## config.mk

```make
export PLATFORM = sky130hd
export DESIGN_NAME = sst_core
export DESIGN_NICKNAME = d
export VERILOG_FILES = /design/src/shared/sst_pkg.sv /design/src/hdl/sst_sub.sv /design/src/hdl/sst_core.sv
export SDC_FILE = /design/constraint.sdc
export NUM_CORES = 2
export LEC_CHECK = 0
export ABC_CLOCK_PERIOD_IN_PS = 30700
export BUFFER_PORTS_ARGS = -buffer_cell sky130_fd_sc_hd__buf_2
export CAP_MARGIN = 20
export CORE_ASPECT_RATIO = 1.4
export CORE_MARGIN = 4
export CORE_UTILIZATION = 45
export CTS_CLUSTER_DIAMETER = 50
export DETAILED_ROUTE_END_ITERATION = 10
export PLACE_DENSITY_LB_ADDON = 0.25
export SYNTH_ARGS = -nofsm -noshare
export SYNTH_HDL_FRONTEND = slang
export SYNTH_SLANG_ARGS = --single-unit
```

## constraint.sdc

```tcl
create_clock -name clk_i -period 30.7 [get_ports clk_i]
set_input_delay 4.605 -clock clk_i [delete_from_list [all_inputs] [get_ports clk_i]]
set_output_delay 4.605 -clock clk_i [all_outputs]
set_load 0.005 [all_outputs]
```

## src/shared/sst_pkg.sv

```systemverilog
// constants, codes and types shared by the subtract/swap/skip/table/xor execution block
package sst_pkg;

    // ***************************************************************
    // register byte offsets
    // ***************************************************************
    localparam logic [11:0] ADDR_INSTR = 12'h000;
    localparam logic [11:0] ADDR_ACC   = 12'h004;
    localparam logic [11:0] ADDR_FLAGS = 12'h008;
    localparam logic [11:0] ADDR_TABLE_POINTER_LOW_REG  = 12'h00C;
    localparam logic [11:0] ADDR_TABLE_POINTER_HIGH_REG  = 12'h010;
    localparam logic [11:0] ADDR_TABLE_HIGH_BYTE_REG  = 12'h014;
    localparam logic [11:0] ADDR_PAGE  = 12'h018;
    localparam logic [11:0] ADDR_EXEC  = 12'h01C;
    localparam logic [1:0]  DMEM_TAG   = 2'h1;

    // ***************************************************************
    // field positions
    // ***************************************************************
    localparam int INSTR_OP_LSB  = 0;
    localparam int INSTR_BIT_LSB = 8;
    localparam int INSTR_ADR_LSB = 16;
    localparam int INSTR_LIT_LSB = 24;
    localparam int FLAG_C        = 0;
    localparam int FLAG_AC       = 1;
    localparam int FLAG_Z        = 2;
    localparam int FLAG_OV       = 3;
    localparam int EXEC_BUSY     = 0;
    localparam int EXEC_SKIP     = 1;
    localparam int EXEC_CYC_LSB  = 2;

    // ***************************************************************
    // reset values, responses, cycle counts
    // ***************************************************************
    localparam logic [7:0] RST_BYTE   = 8'h00;
    localparam logic [3:0] RST_FLAGS  = 4'h0;
    localparam logic [3:0] FULL_STRB  = 4'hF;
    localparam logic [1:0] RESP_OKAY  = 2'h0;
    localparam logic [1:0] RESP_SLVER = 2'h2;
    localparam logic [1:0] CYC_ONE    = 2'h1;
    localparam logic [1:0] CYC_TWO    = 2'h2;

    typedef enum logic [3:0] {
        OP_SUB_MEM, OP_SUB_IMM, OP_SWAP_MEM, OP_SWAP_ACC, OP_SKIP_ZERO,
        OP_COPY_SKIP, OP_SKIP_BIT, OP_TAB_PAGED, OP_TAB_CUR, OP_TAB_LAST,
        OP_XOR_ACC, OP_XOR_MEM, OP_XOR_IMM
    } sst_op_t;

    typedef enum logic [1:0] {ST_IDLE, ST_EXEC, ST_TFETCH, ST_DUMMY} sst_state_t;

    typedef enum logic [3:0] {
        R_INSTR, R_ACC, R_FLAGS, R_TABLE_POINTER_LOW_REG, R_TABLE_POINTER_HIGH_REG, R_TABLE_HIGH_BYTE_REG, R_PAGE, R_EXEC, R_DMEM, R_NONE
    } sst_reg_t;

endpackage

```

## src/hdl/sst_sub.sv

```systemverilog
// eight-bit subtractor with not-borrow, half not-borrow and signed overflow
module sst_sub
    import sst_pkg::*;
(
    input  wire logic [7:0] a_i,
    input  wire logic [7:0] b_i,
    output logic      [7:0] diff_o,
    output logic            c_o,
    output logic            ac_o,
    output logic            ov_o
);

    logic [8:0] full_sum;
    logic [4:0] low_sum;

    // a + ~b + 1: the carry out is the not-borrow
    assign full_sum = {1'b0, a_i} + {1'b0, ~b_i} + 9'h001;
    assign low_sum  = {1'b0, a_i[3:0]} + {1'b0, ~b_i[3:0]} + 5'h01;
    assign diff_o   = full_sum[7:0];
    assign c_o      = full_sum[8];
    assign ac_o     = low_sum[4];
    assign ov_o     = (a_i[7] ^ b_i[7]) & (a_i[7] ^ full_sum[7]);

endmodule

```

## src/hdl/sst_core.sv

```systemverilog
// execution core for subtract, swap, skip, table read and xor, with AXI4-Lite registers
//
// Our own choices: the register offsets and register access over AXI4-Lite.
module sst_core
    import sst_pkg::*;
#(
    parameter int PROG_AW = 12,
    parameter int AXI_AW  = 12
) (
    input  wire logic               clk_i,
    input  wire logic               resetn_i,
    input  wire logic [AXI_AW-1:0]  s_axi_awaddr_i,
    input  wire logic               s_axi_awvalid_i,
    output logic                    s_axi_awready_o,
    input  wire logic [31:0]        s_axi_wdata_i,
    input  wire logic [3:0]         s_axi_wstrb_i,
    input  wire logic               s_axi_wvalid_i,
    output logic                    s_axi_wready_o,
    output logic [1:0]              s_axi_bresp_o,
    output logic                    s_axi_bvalid_o,
    input  wire logic               s_axi_bready_i,
    input  wire logic [AXI_AW-1:0]  s_axi_araddr_i,
    input  wire logic               s_axi_arvalid_i,
    output logic                    s_axi_arready_o,
    output logic [31:0]             s_axi_rdata_o,
    output logic [1:0]              s_axi_rresp_o,
    output logic                    s_axi_rvalid_o,
    input  wire logic               s_axi_rready_i,
    output logic [PROG_AW-1:0]      prog_addr_o,
    output logic                    prog_rd_o,
    input  wire logic [15:0]        prog_data_i,
    output logic                    busy_o,
    output logic                    skip_o
);

    localparam int PW = PROG_AW - 8;

    if (PROG_AW < 9 || PROG_AW > 16) begin : g_bad_prog_aw
        $error("PROG_AW must lie between 9 and 16");
    end
    if (AXI_AW < 12) begin : g_bad_axi_aw
        $error("AXI_AW must be at least 12");
    end

    function automatic logic is_zero(input logic [7:0] v);
        return v == RST_BYTE;
    endfunction

    function automatic sst_reg_t decode(input logic [11:0] a);
        if (a[11:10] == DMEM_TAG) begin
            return R_DMEM;
        end
        case ({a[11:2], 2'b00})
            ADDR_INSTR: return R_INSTR;
            ADDR_ACC:   return R_ACC;
            ADDR_FLAGS: return R_FLAGS;
            ADDR_TABLE_POINTER_LOW_REG:  return R_TABLE_POINTER_LOW_REG;
            ADDR_TABLE_POINTER_HIGH_REG:  return R_TABLE_POINTER_HIGH_REG;
            ADDR_TABLE_HIGH_BYTE_REG:  return R_TABLE_HIGH_BYTE_REG;
            ADDR_PAGE:  return R_PAGE;
            ADDR_EXEC:  return R_EXEC;
            default:    return R_NONE;
        endcase
    endfunction

    // ***************************************************************
    // state
    // ***************************************************************
    logic [7:0]  dmem [256];
    logic [7:0]  acc;
    logic [3:0]  flags;
    logic [7:0]  table_pointer_low_reg;
    logic [7:0]  table_pointer_high_reg;
    logic [7:0]  table_high_byte_reg;
    logic [7:0]  page;
    sst_state_t  state;
    sst_state_t  next_state;
    sst_op_t     op_q;
    logic [2:0]  bit_q;
    logic [7:0]  maddr_q;
    logic [7:0]  lit_q;
    logic        skip_q;
    logic [1:0]  cyc_q;
    logic        aw_full;
    logic        w_full;
    logic [11:0] awaddr_q;
    logic [31:0] wdata_q;
    logic [3:0]  wstrb_q;

    // ***************************************************************
    // bus write and read decode
    // ***************************************************************
    sst_reg_t    wsel;
    sst_reg_t    rsel;
    logic        wr_fire;
    logic        wr_lane0;
    logic        start;
    logic        b_done;
    logic        next_aw_full;
    logic        next_w_full;
    logic        next_r_busy;
    logic [31:0] rd_word;

    // writes wait for an idle core, so bus and execution never race on a register
    assign wsel     = decode(awaddr_q);
    assign rsel     = decode(s_axi_araddr_i[11:0]);
    assign wr_fire  = aw_full & w_full & ~s_axi_bvalid_o & (state == ST_IDLE);
    assign wr_lane0 = wr_fire & wstrb_q[0];
    // a partial write of the instruction word is dropped rather than half-merged
    assign start    = wr_fire & (wsel == R_INSTR) & (wstrb_q == FULL_STRB);
    assign b_done   = s_axi_bvalid_o & s_axi_bready_i;
    assign next_aw_full = (aw_full & ~b_done) | (s_axi_awvalid_i & s_axi_awready_o);
    assign next_w_full  = (w_full & ~b_done) | (s_axi_wvalid_i & s_axi_wready_o);
    assign next_r_busy  = (s_axi_rvalid_o & ~s_axi_rready_i) |
                          (s_axi_arvalid_i & s_axi_arready_o);

    // ***************************************************************
    // execution datapath
    // ***************************************************************
    logic        in_exec;
    logic        in_fetch;
    logic [7:0]  mem_val;
    logic [7:0]  sub_b;
    logic [7:0]  sub_res;
    logic        sub_c;
    logic        sub_ac;
    logic        sub_ov;
    logic [7:0]  xor_res;
    logic [7:0]  swap_res;
    logic        is_sub;
    logic        is_xor;
    logic        is_tab;
    logic        skip_take;
    logic [PROG_AW-1:0] tab_addr;
    logic        dmem_we;
    logic [7:0]  dmem_waddr;
    logic [7:0]  dmem_wdata;
    logic        acc_we;
    logic [7:0]  acc_wdata;

    assign in_exec  = (state == ST_EXEC);
    assign in_fetch = (state == ST_TFETCH);
    assign mem_val  = dmem[maddr_q];
    assign sub_b    = (op_q == OP_SUB_IMM) ? lit_q : mem_val;
    assign xor_res  = acc ^ ((op_q == OP_XOR_IMM) ? lit_q : mem_val);
    assign swap_res = {mem_val[3:0], mem_val[7:4]};
    assign is_sub   = (op_q == OP_SUB_MEM) | (op_q == OP_SUB_IMM);
    assign is_xor   = (op_q == OP_XOR_ACC) | (op_q == OP_XOR_MEM) | (op_q == OP_XOR_IMM);
    assign is_tab   = (op_q == OP_TAB_PAGED) | (op_q == OP_TAB_CUR) | (op_q == OP_TAB_LAST);

    sst_sub u_sub (
        .a_i    (acc),
        .b_i    (sub_b),
        .diff_o (sub_res),
        .c_o    (sub_c),
        .ac_o   (sub_ac),
        .ov_o   (sub_ov)
    );

    assign skip_take = in_exec & (
        (((op_q == OP_SKIP_ZERO) | (op_q == OP_COPY_SKIP)) & is_zero(mem_val)) |
        ((op_q == OP_SKIP_BIT) & ~mem_val[bit_q]));

    // page part of the program address picks one of three sources
    assign tab_addr = (op_q == OP_TAB_PAGED) ? {table_pointer_high_reg[PW-1:0], table_pointer_low_reg} :
                      (op_q == OP_TAB_CUR)   ? {page[PW-1:0], table_pointer_low_reg} :
                                               {{PW{1'b1}}, table_pointer_low_reg};

    // memory write sources are exclusive by state
    assign dmem_we    = (wr_lane0 & (wsel == R_DMEM)) | in_fetch |
                        (in_exec & ((op_q == OP_SUB_MEM) | (op_q == OP_SWAP_MEM) |
                                    (op_q == OP_XOR_MEM)));
    assign dmem_waddr = in_exec | in_fetch ? maddr_q : awaddr_q[9:2];
    assign dmem_wdata = in_fetch                 ? prog_data_i[7:0] :
                        ~in_exec                 ? wdata_q[7:0] :
                        (op_q == OP_SUB_MEM)     ? sub_res :
                        (op_q == OP_SWAP_MEM)    ? swap_res :
                                                   xor_res;

    assign acc_we    = (wr_lane0 & (wsel == R_ACC)) |
                       (in_exec & ((op_q == OP_SUB_IMM) | (op_q == OP_SWAP_ACC) |
                                   (op_q == OP_COPY_SKIP) | (op_q == OP_XOR_ACC) |
                                   (op_q == OP_XOR_IMM)));
    assign acc_wdata = ~in_exec                  ? wdata_q[7:0] :
                       (op_q == OP_SUB_IMM)      ? sub_res :
                       (op_q == OP_SWAP_ACC)     ? swap_res :
                       (op_q == OP_COPY_SKIP)    ? mem_val :
                                                   xor_res;

    assign rd_word = (rsel == R_ACC)   ? {24'h000000, acc} :
                     (rsel == R_FLAGS) ? {28'h0000000, flags} :
                     (rsel == R_TABLE_POINTER_LOW_REG)  ? {24'h000000, table_pointer_low_reg} :
                     (rsel == R_TABLE_POINTER_HIGH_REG)  ? {24'h000000, table_pointer_high_reg} :
                     (rsel == R_TABLE_HIGH_BYTE_REG)  ? {24'h000000, table_high_byte_reg} :
                     (rsel == R_PAGE)  ? {24'h000000, page} :
                     (rsel == R_EXEC)  ? {28'h0000000, cyc_q, skip_q, busy_o} :
                     (rsel == R_DMEM)  ? {24'h000000, dmem[s_axi_araddr_i[9:2]]} :
                                         32'h00000000;

    // ***************************************************************
    // sequencer
    // ***************************************************************
    always_comb begin
        next_state = state;
        case (state)
            ST_IDLE:   next_state = start ? ST_EXEC : ST_IDLE;
            ST_EXEC:   next_state = is_tab ? ST_TFETCH : (skip_take ? ST_DUMMY : ST_IDLE);
            ST_TFETCH: next_state = ST_IDLE;
            ST_DUMMY:  next_state = ST_IDLE;
            default:   next_state = ST_IDLE;
        endcase
    end

    always_ff @(posedge clk_i) begin
        if (!resetn_i) begin
            state   <= ST_IDLE;
            busy_o  <= 1'b0;
            skip_o  <= 1'b0;
            skip_q  <= 1'b0;
            cyc_q   <= 2'h0;
            op_q    <= OP_SUB_MEM;
            bit_q   <= 3'h0;
            maddr_q <= RST_BYTE;
            lit_q   <= RST_BYTE;
        end else begin
            state  <= next_state;
            busy_o <= (next_state != ST_IDLE);
            skip_o <= skip_take;
            if (start) begin
                op_q    <= sst_op_t'(wdata_q[INSTR_OP_LSB +: 4]);
                bit_q   <= wdata_q[INSTR_BIT_LSB +: 3];
                maddr_q <= wdata_q[INSTR_ADR_LSB +: 8];
                lit_q   <= wdata_q[INSTR_LIT_LSB +: 8];
            end
            if (in_exec) begin
                skip_q <= skip_take;
                cyc_q  <= (skip_take | is_tab) ? CYC_TWO : CYC_ONE;
            end
        end
    end

    // ***************************************************************
    // architectural registers
    // ***************************************************************
    always_ff @(posedge clk_i) begin
        if (dmem_we) begin
            dmem[dmem_waddr] <= dmem_wdata;
        end
    end

    always_ff @(posedge clk_i) begin
        if (!resetn_i) begin
            acc   <= RST_BYTE;
            flags <= RST_FLAGS;
            table_pointer_low_reg  <= RST_BYTE;
            table_pointer_high_reg  <= RST_BYTE;
            table_high_byte_reg  <= RST_BYTE;
            page  <= RST_BYTE;
        end else begin
            if (acc_we) begin
                acc <= acc_wdata;
            end
            if (in_exec & is_sub) begin
                flags <= {sub_ov, is_zero(sub_res), sub_ac, sub_c};
            end else if (in_exec & is_xor) begin
                flags[FLAG_Z] <= is_zero(xor_res);
            end else if (wr_lane0 & (wsel == R_FLAGS)) begin
                flags <= wdata_q[3:0];
            end
            if (wr_lane0 & (wsel == R_TABLE_POINTER_LOW_REG)) begin
                table_pointer_low_reg <= wdata_q[7:0];
            end
            if (wr_lane0 & (wsel == R_TABLE_POINTER_HIGH_REG)) begin
                table_pointer_high_reg <= wdata_q[7:0];
            end
            if (wr_lane0 & (wsel == R_PAGE)) begin
                page <= wdata_q[7:0];
            end
            if (in_fetch) begin
                table_high_byte_reg <= prog_data_i[15:8];
            end
        end
    end

    // program memory is read in the same cycle the address leaves this flop
    always_ff @(posedge clk_i) begin
        if (!resetn_i) begin
            prog_addr_o <= '0;
            prog_rd_o   <= 1'b0;
        end else begin
            prog_rd_o <= in_exec & is_tab;
            if (in_exec & is_tab) begin
                prog_addr_o <= tab_addr;
            end
        end
    end

    // ***************************************************************
    // AXI4-Lite handshakes
    // ***************************************************************
    always_ff @(posedge clk_i) begin
        if (!resetn_i) begin
            aw_full         <= 1'b0;
            w_full          <= 1'b0;
            s_axi_awready_o <= 1'b0;
            s_axi_wready_o  <= 1'b0;
            s_axi_bvalid_o  <= 1'b0;
            s_axi_bresp_o   <= RESP_OKAY;
            awaddr_q        <= 12'h000;
            wdata_q         <= 32'h00000000;
            wstrb_q         <= 4'h0;
        end else begin
            aw_full         <= next_aw_full;
            w_full          <= next_w_full;
            s_axi_awready_o <= ~next_aw_full;
            s_axi_wready_o  <= ~next_w_full;
            if (s_axi_awvalid_i & s_axi_awready_o) begin
                awaddr_q <= s_axi_awaddr_i[11:0];
            end
            if (s_axi_wvalid_i & s_axi_wready_o) begin
                wdata_q <= s_axi_wdata_i;
                wstrb_q <= s_axi_wstrb_i;
            end
            if (wr_fire) begin
                s_axi_bvalid_o <= 1'b1;
                s_axi_bresp_o  <= (wsel == R_NONE) ? RESP_SLVER : RESP_OKAY;
            end else if (b_done) begin
                s_axi_bvalid_o <= 1'b0;
            end
        end
    end

    always_ff @(posedge clk_i) begin
        if (!resetn_i) begin
            s_axi_arready_o <= 1'b0;
            s_axi_rvalid_o  <= 1'b0;
            s_axi_rdata_o   <= 32'h00000000;
            s_axi_rresp_o   <= RESP_OKAY;
        end else begin
            s_axi_arready_o <= ~next_r_busy;
            s_axi_rvalid_o  <= next_r_busy;
            if (s_axi_arvalid_i & s_axi_arready_o) begin
                s_axi_rdata_o <= rd_word;
                s_axi_rresp_o <= (rsel == R_NONE) ? RESP_SLVER : RESP_OKAY;
            end
        end
    end
endmodule

```

== Yosys cells after proc, flatten, opt, wreduce, memory -nomap -nowiden ==
Memory sizes are Yosys's and may differ from the RTL's. A register that Yosys moved wholly into a read port is not among the register bits.
Index checks and enable logic that the tools add are counted.
Storage, ports and cells
  flip-flop bits (word level): 178
  bits in writable memories: 2048
  bits in read-only memories: 256
  bits of input ports: 83
  output and inout bits: 56
  logic and storage cells: 200
  memories: 3
Memory list
  dmem: words 256, width 8, rd ports 2, clocked after memory_dff 1, write ports 1, RTL line sst_core.sv:69  | logic [7:0] dmem [256];
  (no name shown): words 32, width 4, rd ports 1, clocked after memory_dff 0, write ports 0, RTL line sst_core.sv:53  | case ({a[11:2], 2'b00})
  (no name shown): words 32, width 4, rd ports 1, clocked after memory_dff 1, write ports 0, RTL line sst_core.sv:53
Operators by class
  $add $sub $neg: 4
  magnitude comparators: 1
  equality and inequality tests: 35
  multiplexer cells: 51
  bitwise gates (word level): 61
  reduce and logical (&&, ||, !) cells: 14
Operators by type and width (count)
  $mux W8: 21
  $eq A4 B3 Y1 const B: 10
  $eq A4 B4 Y1 const B: 10
  $mux W4: 8
  $and A1 B1 Y1: 28
  $eq A4 B2 Y1 const B: 6
  $logic_not A8 Y1: 3
  $mux W12: 2
  $or A1 B1 Y1: 21
  $logic_not A7 Y1: 2
  $eq A4 B1 Y1 const B: 3
  $mux W2: 6
  $mux W1: 10
  $mux W5: 2
  $add A8 B8 Y9: 1
  $add A9 B1 Y9 const B: 1
  $logic_not A4 Y1: 2
  $not A8 Y8: 1
  $xor A8 B8 Y8: 1
  $not A1 Y1: 7
  $eq A2 B1 Y1 const B: 3
  $pmux W2 S3: 1
  $reduce_bool A2 Y1: 3
  $add A4 B4 Y5: 1
  11 further kinds: 13

== Logic depth before layout (Yosys ltp) ==
  word-level depth: 12
  gate-level depth with buffers: 26

== Modules after synthesis ==
A second synthesis with hierarchy kept.
Unflattened totals
  cells, all modules: 5890
  area, all modules: 104121.1 sq um
Modules (own cells, without submodules)
  sst_core: times used 1, cells each 5837, area each 103724.5 sq um, seq. area each 64622.0 sq um
  sst_sub: times used 1, cells each 53, area each 396.6 sq um, seq. area each 0.0 sq um

== Least setup slack after synthesis ==
Ideal clock, no wire load.
  kind: register to register
  start: reg (tool-made name)
  end: mem dmem[0][6] (data pin)
  arrival time: 14.145 ns
  required time: 28.513 ns
  path slack: 14.368 ns
  stages on the path, launching flop included: 25
  buffers on the path: 7
  period minus slack after synthesis: 16.332 ns
  cell sequence: dfxtp_1 > buf_6 > buf_8 > buf_6 > buf_6 > buf_6 > buf_4 > buf_4 > mux4_2 > mux2i_1 > o211ai_1 > nor3_1 > o221ai_1 > nand3_1 > nor2_1 > a21oi_1 > ha_1 > a21boi_0 > o21ai_0 > nand2b_1 > xor2_1 > a21oi_1 > a221oi_1 > nor2_1 > o21ai_0
RTL lines (RTL line)
  to (decl): sst_core.sv:69

==> metrics <==
Clock Latency Late Sink=0.91 ns; CP max stage cell=buf_4; Lkg Pwr=34.8 nW; Max Root-Sink Buffers=4; Synth cell types=90; Worst setup EP type=flop; Regs by FF count=dmem (2048), wdata_q (27), prog_addr_o (12); final setup violating endpoints=0; TritonCTS clock tree=yes; Post-CTS Setup Inserts=0; Reg clk slew, reported paths=0.06 ns; Rows=208; Largest delay share family, worst path=buffers and inverters; Data required, critical path=31.20 ns; Netlist Area Pre-Place=104000 um^2; mux share of post-synthesis cell area=0.264; Async SR Flop Fraction=0; Simple-Gate Fraction of Synth Area=0.0459; CTS Hold Bufs=0; HPWL after DPL=239000 um; final std cells w/o fill=9124; placed cells=8713; area grow syn2layout=10.4%; power per cell area=54.8 nW/um^2; largest net degree at the start of global routing=179; critical path's most frequent cell=buf_4; Area contributors post-synth=edfxtp_1 (59%), mux4_2 (22%), dfxtp_1 (3.0%); Final period util=0.359; adder-cell share of the synthesized area=0.00164; Biggest register=dmem; Congestion Overflow GR=0; Largest register FFs=2048; Placed Area=108000 um^2; DRC Markers=0; met2 WL=172000 um; gpl congestion=0.948; first-pass GRT wire length=494000 um; Main synth FF type=edfxtp_1; flops & latches, synth=2204; Initial DRT Pass Iterations=6; clk root buf=clkbuf_16; Initial DRC Count=8189; Num CTS Buffers=216; Seq/Total Area, Yosys=0.621; met3 WL=33000 um; startpoint types=flop; vias in the first global route=62300; Die W=414 um; critical path type=flop to flop; status=finished, final reports clean; Yosys top cell by area=edfxtp_1; final slew viol count=0; M1 WL=116000 um; Via-to-Cell Ratio=6.79; Boundary Pins=139; highest routed metal layer=met5; sum of negative setup slack=0 ns; PortBufs=103; Post-Synth XOR/XNOR Area=0.00126; list of most frequent post-synthesis cells=edfxtp_1 (2048), mux4_2 (1028), nor2_1 (409); fillers=18700; Avg Inst Size Synth=17.8 um^2; CP arrival=11.51 ns; Synth top area share=0.591; core box area=230000 um^2; FF+latch area=64600 um^2; Worst path max stage delay=0.85 ns; CTS sink count=2204; initial antenna violation count=14; RSZ-0062 raised after global routing=false; Max Clk Rate=90.9 MHz; post-route ant nets=0; Crit Path Max Fanout=99; max-cap check violation count=0; Slew Limit Headroom=0.170; post-synthesis compound-gate area fraction=0.0415; die height=577 um; Starting Density=0.453; Mapped Cells=5830; main combinational cell family by area after synthesis=multiplexers; CTS H-tree lvls=4; Hold Path Class=flop to flop; share of layout cells above drive strength 1=0.283; area of the multi-input gates=37100 um^2; Post-synth EDFFs=2048; most frequent cell after synthesis=edfxtp_1; CP bufs+invs=6; synth warn=0; worst vdd ir=0.0545 mV; via count=61900; Hold Fails Final Rpt=0; Net count, final=5987; clk_skew=0.0777 ns; Routed WL=356000 um; fin crit period=11.01 ns; DR WL/cell=39.0 um; Worst-Margin Slew=1.24 ns; design area=115000 um^2; Tot GR Track Use=0.294; die area=239000 um^2; cts repair resizes=0
power breakdown:
group | total (mW) | internal [mW] | switching (mW)
combinational | 0.297 | 0.108 | 0.190
sequential | 3.28 | 3.28 | 0.00473
clock | 2.71 | 1.54 | 1.17
total | 6.29 | 4.92 | 1.37
metal layers:
layer,up-vias,GRT usage
met4,6,0.236
met3,1028,0.0615
met5,-,0
met1,32400,0.341
met2,3964,0.477
li1,24500,-
kinds of logic after synthesis:
logic type | after synthesis
simple gates | 1063
fa+ha+maj | 13
xor+xnor | 15
compound gates | 641
buf+inv | 496
other cells | 1
mux | 1397
flops | 2204
worst reg2reg max path, delay by kind of cell (launching register included):
family | cells | cell delay (ns)
DFF | 1 | 0.67
adders and majority gates | 2 | 0.66
buffers and inverters | 6 | 4.35
xor gates and xnor gates | 1 | 0.28
and+or+nand+nor | 6 | 1.30
AOI/OAI and AO/OA | 10 | 2.58
muxes | 1 | 0.60
area by class of cell:
type,instances,share of cell area
tap,3045,0.0332
inverter,30,0.00100
timing repair buffer,284,0.0177
clock buffer,269,0.0499
multi-input combinational,3155,0.323
clock inverter,119,0.0114
sequential,2204,0.563
antenna,18,0.000392
path summary, 6_finish.rpt:
check | from | end | slack (ns) | depth (start not counted)
worst max-delay path | flop | dmem[214][6] | 19.69 | 26
worst min-delay path | s_axi_rresp_o[1] | s_axi_rresp_o[1] | 0.45 | 2
worst max register to register | flop | dmem[214][6] | 19.69 | 26
worst min register to register | s_axi_rresp_o[1] | s_axi_rresp_o[1] | 0.45 | 2
placed cells by master, fill, tap and decap left out, drive strengths merged, types with 103 or more instances in the layout:
| cell | count |
|---|---|
| mux4 | 1062 |
| buf | 284 |
| a22oi | 103 |
| nor2 | 409 |
| mux2i | 294 |
| dfxtp | 156 |
| a21oi | 175 |
| nand2 | 328 |
| clkbuf | 269 |
| edfxtp | 2048 |
per-stage QoR:
stage,worst slack (ns),power (mW),utilization,hold WS [ns]
after floorplan,14.37,3.53,-,0.432
after global placement,19.80,3.63,0.468,0.440
after detailed placement,19.75,3.64,0.468,0.443
after CTS,19.83,6.29,0.499,0.452
after global routing,19.10,6.43,0.499,0.470
final,19.69,6.29,0.500,0.452
Note: power is estimated with default switching activity, not from simulation.
